===== src/include/kli_pkg.sv =====
// constants shared by the keypad level interrupt unit
package kli_pkg;
    // ***********************************************************
    // bus and port sizes
    // ***********************************************************
    localparam int KLI_DATA_W = 32;
    localparam int KLI_ADDR_W = 12;
    localparam int KLI_LINES = 8;
    localparam int KLI_IDX_W = 10;
    localparam int KLI_IRQ_W = 2;

    // ***********************************************************
    // register indices (byte address is four times the index)
    // ***********************************************************
    localparam logic [KLI_IDX_W-1:0] KLI_IDX_LEVEL = 10'h09C;
    localparam logic [KLI_IDX_W-1:0] KLI_IDX_ENABLE = 10'h09D;
    localparam logic [KLI_IDX_W-1:0] KLI_IDX_FLAGS = 10'h09E;
    localparam logic [KLI_IDX_W-1:0] KLI_IDX_GLOBAL = 10'h09F;
    localparam logic [KLI_IDX_W-1:0] KLI_IDX_IRQ_STATUS = 10'h0A0;
    localparam logic [KLI_IDX_W-1:0] KLI_IDX_IRQ_CLEAR = 10'h0A1;
    localparam logic [KLI_IDX_W-1:0] KLI_IDX_IRQ_ENABLE = 10'h0A2;

    // ***********************************************************
    // reset values and field positions
    // ***********************************************************
    localparam logic [KLI_LINES-1:0] KLI_LINE_RESET = 8'h00;
    localparam logic [KLI_LINES-1:0] KLI_LINE_ONES = 8'hFF;
    localparam logic [KLI_IRQ_W-1:0] KLI_IRQ_RESET = 2'h0;
    localparam int KLI_GLOBAL_BIT = 0;
    localparam int KLI_IRQ_FLAG_SET = 0;
    localparam int KLI_IRQ_REQ_RISE = 1;

    // ***********************************************************
    // axi4-lite responses
    // ***********************************************************
    localparam logic [1:0] KLI_RESP_OKAY = 2'h0;
    localparam logic [1:0] KLI_RESP_SLVERR = 2'h2;
endpackage : kli_pkg


===== src/include/kli_sync_if.sv =====
// carrier between the top and the port line synchroniser
`timescale 1ns/1ns
interface kli_sync_if;
    logic [kli_pkg::KLI_LINES-1:0] raw;
    logic [kli_pkg::KLI_LINES-1:0] synced;
    modport top (output raw, input synced);
    modport sync (input raw, output synced);
endinterface : kli_sync_if


===== src/rtl/kli_keypad_top.sv =====
// keypad level interrupt unit with axi4-lite register slave
// How it works
// - flag n sets whenever port line n sits at its selected level
// - a set flag raises a keyboard request only while its enable bit is one
// - hardware never clears flags; software writes zero to clear each
// - enable zero keeps a line out of key_req and wake_req; its flag still sets and still raises the flag-set irq status bit
// - level bit zero detects low, one detects high
// - flags, enables and level selects all reset to zero
// - all eight line requests merge into one keyboard request
// - a global keyboard enable gates the merged request
// - an enabled active line raises a wake request for idle and power-down
`timescale 1ns/1ns
module kli_keypad_top (
    input wire logic clk_sys,
    input wire logic rst,
    input wire logic [kli_pkg::KLI_LINES-1:0] port_lines,
    output logic key_req,
    output logic wake_req,
    output logic irq,
    input wire logic [kli_pkg::KLI_ADDR_W-1:0] s_axi_awaddr,
    input wire logic s_axi_awvalid,
    output logic s_axi_awready,
    input wire logic [kli_pkg::KLI_DATA_W-1:0] s_axi_wdata,
    input wire logic [3:0] s_axi_wstrb,
    input wire logic s_axi_wvalid,
    output logic s_axi_wready,
    output logic [1:0] s_axi_bresp,
    output logic s_axi_bvalid,
    input wire logic s_axi_bready,
    input wire logic [kli_pkg::KLI_ADDR_W-1:0] s_axi_araddr,
    input wire logic s_axi_arvalid,
    output logic s_axi_arready,
    output logic [kli_pkg::KLI_DATA_W-1:0] s_axi_rdata,
    output logic [1:0] s_axi_rresp,
    output logic s_axi_rvalid,
    input wire logic s_axi_rready
);
    localparam int LN = kli_pkg::KLI_LINES;
    localparam int IW = kli_pkg::KLI_IRQ_W;

    // ***********************************************************
    // decode helpers
    // ***********************************************************
    function automatic logic [kli_pkg::KLI_IDX_W-1:0] reg_index(
        input logic [kli_pkg::KLI_ADDR_W-1:0] addr);
        reg_index = addr[kli_pkg::KLI_ADDR_W-1:2];
    endfunction : reg_index

    function automatic logic idx_mapped(input logic [kli_pkg::KLI_IDX_W-1:0] idx);
        idx_mapped = (idx >= kli_pkg::KLI_IDX_LEVEL) && (idx <= kli_pkg::KLI_IDX_IRQ_ENABLE);
    endfunction : idx_mapped

    // ***********************************************************
    // state
    // ***********************************************************
    logic [LN-1:0] line_level_select_reg;
    logic [LN-1:0] line_interrupt_enable_reg;
    logic [LN-1:0] line_event_flags_reg;
    logic [LN-1:0] line_event_flags_next;
    logic keypad_global_enable_reg;
    logic key_req_reg;
    logic wake_req_reg;
    logic [IW-1:0] irq_status_reg;
    logic [IW-1:0] irq_status_next;
    logic [IW-1:0] irq_enable_reg;
    logic aw_hold_reg;
    logic w_hold_reg;
    logic [kli_pkg::KLI_ADDR_W-1:0] awaddr_reg;
    logic [kli_pkg::KLI_DATA_W-1:0] wdata_reg;
    logic [3:0] wstrb_reg;
    logic bvalid_reg;
    logic [1:0] bresp_reg;
    logic rvalid_reg;
    logic [1:0] rresp_reg;
    logic [kli_pkg::KLI_DATA_W-1:0] rdata_reg;

    logic [LN-1:0] line_sync;
    logic [LN-1:0] line_match;
    logic [LN-1:0] active_lines;
    logic any_active;
    logic do_write;
    logic lane0;
    logic [kli_pkg::KLI_IDX_W-1:0] wr_idx;
    logic [kli_pkg::KLI_IDX_W-1:0] rd_idx;
    logic wr_flags;
    logic wr_clear;
    logic [LN-1:0] flag_keep;
    logic [IW-1:0] irq_events;
    logic [kli_pkg::KLI_DATA_W-1:0] rd_value;

    // ***********************************************************
    // port line synchroniser
    // ***********************************************************
    kli_sync_if sync_bus ();
    assign sync_bus.raw = port_lines;
    assign line_sync = sync_bus.synced;

    kli_line_sync u_sync (
        .clk_sys(clk_sys),
        .rst(rst),
        .lines(sync_bus)
    );

    // ***********************************************************
    // level detection and flags
    // ***********************************************************
    // a line held at its selected level keeps its flag set: clearing only sticks once the line leaves that level
    assign line_match = ~(line_sync ^ line_level_select_reg);
    assign active_lines = line_event_flags_reg & line_interrupt_enable_reg;
    assign any_active = |active_lines;

    assign wr_idx = reg_index(awaddr_reg);
    assign do_write = aw_hold_reg && w_hold_reg;
    assign lane0 = wstrb_reg[0];
    assign wr_flags = do_write && lane0 && (wr_idx == kli_pkg::KLI_IDX_FLAGS);
    assign wr_clear = do_write && lane0 && (wr_idx == kli_pkg::KLI_IDX_IRQ_CLEAR);
    // writing one leaves a flag alone, writing zero clears it
    assign flag_keep = wr_flags ? wdata_reg[LN-1:0] : kli_pkg::KLI_LINE_ONES;
    assign line_event_flags_next = (line_event_flags_reg & flag_keep) | line_match;

    always_ff @(posedge clk_sys) begin
        if (rst) begin
            line_event_flags_reg <= kli_pkg::KLI_LINE_RESET;
        end else begin
            line_event_flags_reg <= line_event_flags_next;
        end
    end

    // ***********************************************************
    // configuration registers
    // ***********************************************************
    always_ff @(posedge clk_sys) begin
        if (rst) begin
            line_level_select_reg <= kli_pkg::KLI_LINE_RESET;
            line_interrupt_enable_reg <= kli_pkg::KLI_LINE_RESET;
            keypad_global_enable_reg <= 1'b0;
            irq_enable_reg <= kli_pkg::KLI_IRQ_RESET;
        end else if (do_write && lane0) begin
            if (wr_idx == kli_pkg::KLI_IDX_LEVEL) begin
                line_level_select_reg <= wdata_reg[LN-1:0];
            end
            if (wr_idx == kli_pkg::KLI_IDX_ENABLE) begin
                line_interrupt_enable_reg <= wdata_reg[LN-1:0];
            end
            if (wr_idx == kli_pkg::KLI_IDX_GLOBAL) begin
                keypad_global_enable_reg <= wdata_reg[kli_pkg::KLI_GLOBAL_BIT];
            end
            if (wr_idx == kli_pkg::KLI_IDX_IRQ_ENABLE) begin
                irq_enable_reg <= wdata_reg[IW-1:0];
            end
        end
    end

    // ***********************************************************
    // keyboard request and wake
    // ***********************************************************
    // wake ignores the global enable so a masked keypad can still end power-down
    always_ff @(posedge clk_sys) begin
        if (rst) begin
            key_req_reg <= 1'b0;
            wake_req_reg <= 1'b0;
        end else begin
            key_req_reg <= any_active && keypad_global_enable_reg;
            wake_req_reg <= any_active;
        end
    end

    assign key_req = key_req_reg;
    assign wake_req = wake_req_reg;

    // ***********************************************************
    // sticky interrupt status
    // ***********************************************************
    assign irq_events[kli_pkg::KLI_IRQ_FLAG_SET] = |(line_event_flags_next & ~line_event_flags_reg);
    assign irq_events[kli_pkg::KLI_IRQ_REQ_RISE] = any_active && keypad_global_enable_reg
                                                   && !key_req_reg;
    // a new event in the clear cycle survives
    assign irq_status_next = (wr_clear ? (irq_status_reg & ~wdata_reg[IW-1:0]) : irq_status_reg)
                             | irq_events;

    always_ff @(posedge clk_sys) begin
        if (rst) begin
            irq_status_reg <= kli_pkg::KLI_IRQ_RESET;
        end else begin
            irq_status_reg <= irq_status_next;
        end
    end

    assign irq = |(irq_status_reg & irq_enable_reg);

    // ***********************************************************
    // axi4-lite write channel
    // ***********************************************************
    assign s_axi_awready = !aw_hold_reg && !bvalid_reg;
    assign s_axi_wready = !w_hold_reg && !bvalid_reg;

    always_ff @(posedge clk_sys) begin
        if (rst) begin
            aw_hold_reg <= 1'b0;
            awaddr_reg <= '0;
        end else if (s_axi_awvalid && s_axi_awready) begin
            aw_hold_reg <= 1'b1;
            awaddr_reg <= s_axi_awaddr;
        end else if (do_write) begin
            aw_hold_reg <= 1'b0;
        end
    end

    always_ff @(posedge clk_sys) begin
        if (rst) begin
            w_hold_reg <= 1'b0;
            wdata_reg <= '0;
            wstrb_reg <= 4'h0;
        end else if (s_axi_wvalid && s_axi_wready) begin
            w_hold_reg <= 1'b1;
            wdata_reg <= s_axi_wdata;
            wstrb_reg <= s_axi_wstrb;
        end else if (do_write) begin
            w_hold_reg <= 1'b0;
        end
    end

    always_ff @(posedge clk_sys) begin
        if (rst) begin
            bvalid_reg <= 1'b0;
            bresp_reg <= kli_pkg::KLI_RESP_OKAY;
        end else if (do_write) begin
            bvalid_reg <= 1'b1;
            bresp_reg <= idx_mapped(wr_idx) ? kli_pkg::KLI_RESP_OKAY : kli_pkg::KLI_RESP_SLVERR;
        end else if (s_axi_bready) begin
            bvalid_reg <= 1'b0;
        end
    end

    assign s_axi_bvalid = bvalid_reg;
    assign s_axi_bresp = bresp_reg;

    // ***********************************************************
    // axi4-lite read channel
    // ***********************************************************
    assign s_axi_arready = !rvalid_reg;
    assign rd_idx = reg_index(s_axi_araddr);

    always_comb begin
        rd_value = '0;
        unique case (rd_idx)
            kli_pkg::KLI_IDX_LEVEL: rd_value[LN-1:0] = line_level_select_reg;
            kli_pkg::KLI_IDX_ENABLE: rd_value[LN-1:0] = line_interrupt_enable_reg;
            kli_pkg::KLI_IDX_FLAGS: rd_value[LN-1:0] = line_event_flags_reg;
            kli_pkg::KLI_IDX_GLOBAL: rd_value[kli_pkg::KLI_GLOBAL_BIT] = keypad_global_enable_reg;
            kli_pkg::KLI_IDX_IRQ_STATUS: rd_value[IW-1:0] = irq_status_reg;
            kli_pkg::KLI_IDX_IRQ_ENABLE: rd_value[IW-1:0] = irq_enable_reg;
            default: rd_value = '0;
        endcase
    end

    always_ff @(posedge clk_sys) begin
        if (rst) begin
            rvalid_reg <= 1'b0;
            rresp_reg <= kli_pkg::KLI_RESP_OKAY;
            rdata_reg <= '0;
        end else if (s_axi_arvalid && s_axi_arready) begin
            rvalid_reg <= 1'b1;
            rdata_reg <= rd_value;
            rresp_reg <= idx_mapped(rd_idx) ? kli_pkg::KLI_RESP_OKAY : kli_pkg::KLI_RESP_SLVERR;
        end else if (s_axi_rready) begin
            rvalid_reg <= 1'b0;
        end
    end

    assign s_axi_rvalid = rvalid_reg;
    assign s_axi_rresp = rresp_reg;
    assign s_axi_rdata = rdata_reg;

    // ***********************************************************
    // checks
    // ***********************************************************
    chk_flag_follows_level: assert property (@(posedge clk_sys) disable iff (rst)
        1 |=> ((line_event_flags_reg & $past(line_match)) == $past(line_match)))
        else $error("matching line did not set its flag");

    chk_request_needs_enable: assert property (@(posedge clk_sys) disable iff (rst)
        !(|(line_event_flags_reg & line_interrupt_enable_reg)) |=> !key_req_reg)
        else $error("request without enabled flag");

    chk_flag_sticky: assert property (@(posedge clk_sys) disable iff (rst)
        !wr_flags |=> ((line_event_flags_reg & $past(line_event_flags_reg))
                       == $past(line_event_flags_reg)))
        else $error("flag dropped without software write");

    chk_disabled_silent: assert property (@(posedge clk_sys) disable iff (rst)
        (line_interrupt_enable_reg == kli_pkg::KLI_LINE_RESET) |=> !wake_req_reg && !key_req_reg)
        else $error("disabled lines raised a request");

    chk_level_polarity: assert property (@(posedge clk_sys) disable iff (rst)
        (line_level_select_reg[0] && !line_sync[0] && !line_event_flags_reg[0])
        |=> !line_event_flags_reg[0])
        else $error("high select flagged a low line");

    chk_reset_clears: assert property (@(posedge clk_sys)
        rst |=> (line_event_flags_reg == kli_pkg::KLI_LINE_RESET)
                && (line_interrupt_enable_reg == kli_pkg::KLI_LINE_RESET)
                && (line_level_select_reg == kli_pkg::KLI_LINE_RESET))
        else $error("registers not zero after reset");

    chk_request_merged: assert property (@(posedge clk_sys) disable iff (rst)
        $rose(key_req_reg) |-> $past(any_active))
        else $error("request without any active line");

    chk_global_gate: assert property (@(posedge clk_sys) disable iff (rst)
        (any_active && keypad_global_enable_reg) |=> key_req_reg)
        else $error("globally enabled request missing");

    chk_wake_raise: assert property (@(posedge clk_sys) disable iff (rst)
        any_active |=> wake_req_reg)
        else $error("wake request missing");

    chk_set_beats_clear: assert property (@(posedge clk_sys) disable iff (rst)
        (wr_flags && !wdata_reg[0] && line_match[0]) |=> line_event_flags_reg[0])
        else $error("clear won over flag set");

    chk_write_answer: assert property (@(posedge clk_sys) disable iff (rst)
        do_write |=> s_axi_bvalid)
        else $error("write response missing");

    cov_flag_set: cover property (@(posedge clk_sys) disable iff (rst)
        $rose(line_event_flags_reg[0]));
    cov_key_request: cover property (@(posedge clk_sys) disable iff (rst) $rose(key_req_reg));
    cov_flag_clear: cover property (@(posedge clk_sys) disable iff (rst)
        wr_flags ##1 $fell(line_event_flags_reg[0]));
    cov_irq_out: cover property (@(posedge clk_sys) disable iff (rst) $rose(irq));
endmodule : kli_keypad_top


===== src/rtl/kli_line_sync.sv =====
// two-stage synchroniser for the eight port lines
`timescale 1ns/1ns
module kli_line_sync (
    input wire logic clk_sys,
    input wire logic rst,
    kli_sync_if.sync lines
);
    // ***********************************************************
    // one two-flop chain per line
    // ***********************************************************
    // first stage is read only by the second stage to keep metastability contained
    genvar gi;
    generate
        for (gi = 0; gi < kli_pkg::KLI_LINES; gi++) begin : g_line
            logic meta_reg;
            logic stable_reg;
            always_ff @(posedge clk_sys) begin
                // reset to the level the reset level select ignores, so reset fakes no key
                if (rst) begin
                    meta_reg <= ~kli_pkg::KLI_LINE_RESET[gi];
                    stable_reg <= ~kli_pkg::KLI_LINE_RESET[gi];
                end else begin
                    meta_reg <= lines.raw[gi];
                    stable_reg <= meta_reg;
                end
            end
            assign lines.synced[gi] = stable_reg;
        end
    endgenerate
endmodule : kli_line_sync


===== config.mk =====
export PLATFORM = sky130hd
export DESIGN_NAME = kli_keypad_top
export DESIGN_NICKNAME = d
export VERILOG_FILES = /design/src/include/kli_pkg.sv /design/src/include/kli_sync_if.sv /design/src/rtl/kli_keypad_top.sv /design/src/rtl/kli_line_sync.sv
export SDC_FILE = /design/constraint.sdc
export NUM_CORES = 1
export LEC_CHECK = 0
export ABC_AREA = 1
export ABC_CLOCK_PERIOD_IN_PS = 1800
export BUFFER_PORTS_ARGS = -buffer_cell sky130_fd_sc_hd__buf_2
export CAP_MARGIN = 20
export CORE_ASPECT_RATIO = 1.1
export CORE_MARGIN = 5
export CORE_UTILIZATION = 50
export DETAILED_ROUTE_END_ITERATION = 10
export PLACE_DENSITY = 0.79
export SYNTH_ARGS = -nofsm -noshare
export SYNTH_HDL_FRONTEND = slang
export SYNTH_SLANG_ARGS = --single-unit

===== constraint.sdc =====
create_clock -name clk_sys -period 1.8 [get_ports clk_sys]
set_clock_uncertainty 0.15 [all_clocks]
set_input_delay 0.54 -clock clk_sys [delete_from_list [all_inputs] [get_ports clk_sys]]
set_output_delay 0.54 -clock clk_sys [all_outputs]
set_load 0.1 [all_outputs]

==> flow_summary.json <==
{
  "violations": "negative setup slack",
  "met3_length_um": 633,
  "rsz0062_at_grt": "yes",
  "area.growth.synth_to_final_pct": 23.6,
  "hold_end": "u_sync.g_line[6].meta_reg",
  "drt_iter0_drc": 122,
  "drc": 0,
  "fp.coreArea_um2": 7050,
  "ys_types": 29,
  "drtPass1Iterations": 4,
  "synthFlopType": "dfxtp_1",
  "final_layout_size_suffix_gt1_share_pct": 24.1,
  "die_h_um": 99.1,
  "largest_reg_flops": 10,
  "status": "finished, violations left",
  "yosysSeqAreaShare_pct": 44.3,
  "finalWirelength_mm": 7.94,
  "worst_slack_ns": -0.00641,
  "setup_violations": 1,
  "clkLatencyLatePin_ns": 0.35,
  "globalRoute.totalOverflow": 0,
  "tritoncts": "yes",
  "reg2regPathDepth": 7,
  "hold_class": "in2reg",
  "vdd_drop_max_mv": 0.487,
  "finalSetupTns_ns": -0.00641,
  "stdcell_area_um2": 4470,
  "dp_cells": 627,
  "async_flop_share_pct": 0,
  "post_drt_wl_per_cell_um": 12.3,
  "diodes": 0,
  "hold_start": "port_lines[6]",
  "antenna_found_initial": 0,
  "r2r-end": "line_interrupt_enable_reg[1]",
  "die_area_um2": 9030,
  "syn_inst": 486,
  "grt_start_max_net_pins": 45,
  "yosys_warnings": 0,
  "cts-root-buf": "clkbuf_8",
  "fillers": 622,
  "critPathKind": "reg2out",
  "period_share_pct": 100,
  "routabilityCongestion": 0.835,
  "crit_required_ns": 1.11,
  "clock.fmax_ghz": 0.554,
  "cts_hold_buf": 0,
  "synthTopCellsByArea": "dfxtp_1, nand2_1, a21oi_1",
  "yosysTopAreaCell": "dfxtp_1",
  "met1_length_mm": 3.57,
  "layout.nets": 631,
  "critPathLaunchType": "flop",
  "cts.clk_slew.worst_paths_ns": 0.09,
  "cts_buffers": 9,
  "slew_viol_final": 0,
  "powerDensity_nw_per_um2": 932,
  "place.port_buffers": 61,
  "cap_violations": 0,
  "worst_ep_arrival_time_ns": 1.12,
  "dpl-instance-area_um2": 4180,
  "synth.avg_cell_area_um2": 7.43,
  "rows": 32,
  "synth_edf_count": 0,
  "vias": 3247,
  "synth_seq_cells": 80,
  "cts_buffer_depth": 2,
  "initial_utilization_pct": 51.3,
  "synth.cell_area_um2": 3610,
  "drt-vias-per-instance": 5.03,
  "fin_util_pct": 63.4,
  "die_x_um": 91.0,
  "fin_crit_ns": 1.81,
  "yosys-top-cells-count": "dfxtp_1, nand2_1, a21oi_1",
  "endpoint_kind": "output port",
  "power_uw": 4160,
  "grt_pass1_vias": 3067,
  "highest_layer": "met4",
  "clock-sinks": 80,
  "finalHoldViolations": 0,
  "hold_depth": 2,
  "routed-wl-met2_mm": 3.62,
  "path_max_fanout": 3,
  "htree_levels": 3,
  "synth_top_area_share_pct": 44.3,
  "r2r_start": "aw_hold_reg",
  "grt_pass1_wl_mm": 13.5,
  "antenna_left": 0,
  "timing.reg2reg.setup_slack_ns": 0.14,
  "grtUsageTotal_pct": 17.8,
  "pin_count": 119,
  "dp_hpwl_mm": 5.99,
  "finalNonFillerCells": 646,
  "leakagePower_uw": 0.00189
}
-- metal layers --
metal	up-vias	GRT usage, %
met3	11	5.45
met2	123	28.9
li1	1679	-
met1	1434	22.1
met5	-	0
met4	0	7.00
-- critical path: stages (launching register included) --
cell and delay (ns):
dfxtp_2 0.33, a22o_1 0.26, buf_12 0.17
-- cells by family (layout without fill, tap and decap cells) --
kind of cell | count (synthesis) | count (layout) | share of synthesized area (%)
other | 1 | 26 | 0.104
XOR/XNOR | 8 | 8 | 1.94
buffers and inverters | 96 | 146 | 12.9
flip-flops | 80 | 80 | 44.3
AO/OA/AOI/OAI | 96 | 96 | 13.7
AND/OR/NAND/NOR | 205 | 205 | 27.0
-- power breakdown --
group          switching [uW]  internal [uW]
combinational             567            194
clock                     687            798
sequential               64.6           1850
total                    1320           2840
-- placed cells by master (no fill, tap or decap), drive strengths merged, types with 6 or more instances in the layout --
cell	n
a21oi	51
buf	75
clkbuf	10
conb	26
dfxtp	80
inv	55
nand2	83
nand3	22
nand4	25
nor2	51
nor3	6
o21ai	38
or2	16
xnor2	8
-- cell type report --
cell class              count  area (um2)  share of cell area (%)
well taps                  85         106                    2.38
clock inverters             7         103                    2.30
inverters                  54         206                    4.62
flip-flops and latches     80        1610                    36.1
repair buffers             76         651                    14.6
clock buffers               9         124                    2.77
multi-input cells         335        1660                    37.2
-- what timing repair did --
item	in CTS	in global routing
endpoints found under the setup margin	8	12
resized for setup	9	2
setup buffers	0	3
pin swaps	1	4
-- per-stage QoR --
step / setup slack (ns) / hold WS [ns]
floorplan: -0.164 / 0.239
global placement: 0.101 / 0.243
detailed placement: 0.0609 / 0.244
CTS: -0.0235 / 0.198
global route: -0.0391 / 0.187
finish: -0.00641 / 0.209
-- how the worst max path moves through the flow --
stage / slack (ns) / start / endpoint
finish: -0.006 / irq_enable_reg[1] / irq
global route: -0.04 / irq_enable_reg[1] / irq
CTS: -0.02 / irq_enable_reg[1] / irq
detailed placement: 0.06 / aw_hold_reg / line_event_flags_reg[0]
global placement: 0.10 / s_axi_araddr[10] / s_axi_rdata[1]
floorplan: -0.16 / s_axi_rvalid / s_axi_rdata[1]
Note: power is estimated with default switching activity, not from simulation.
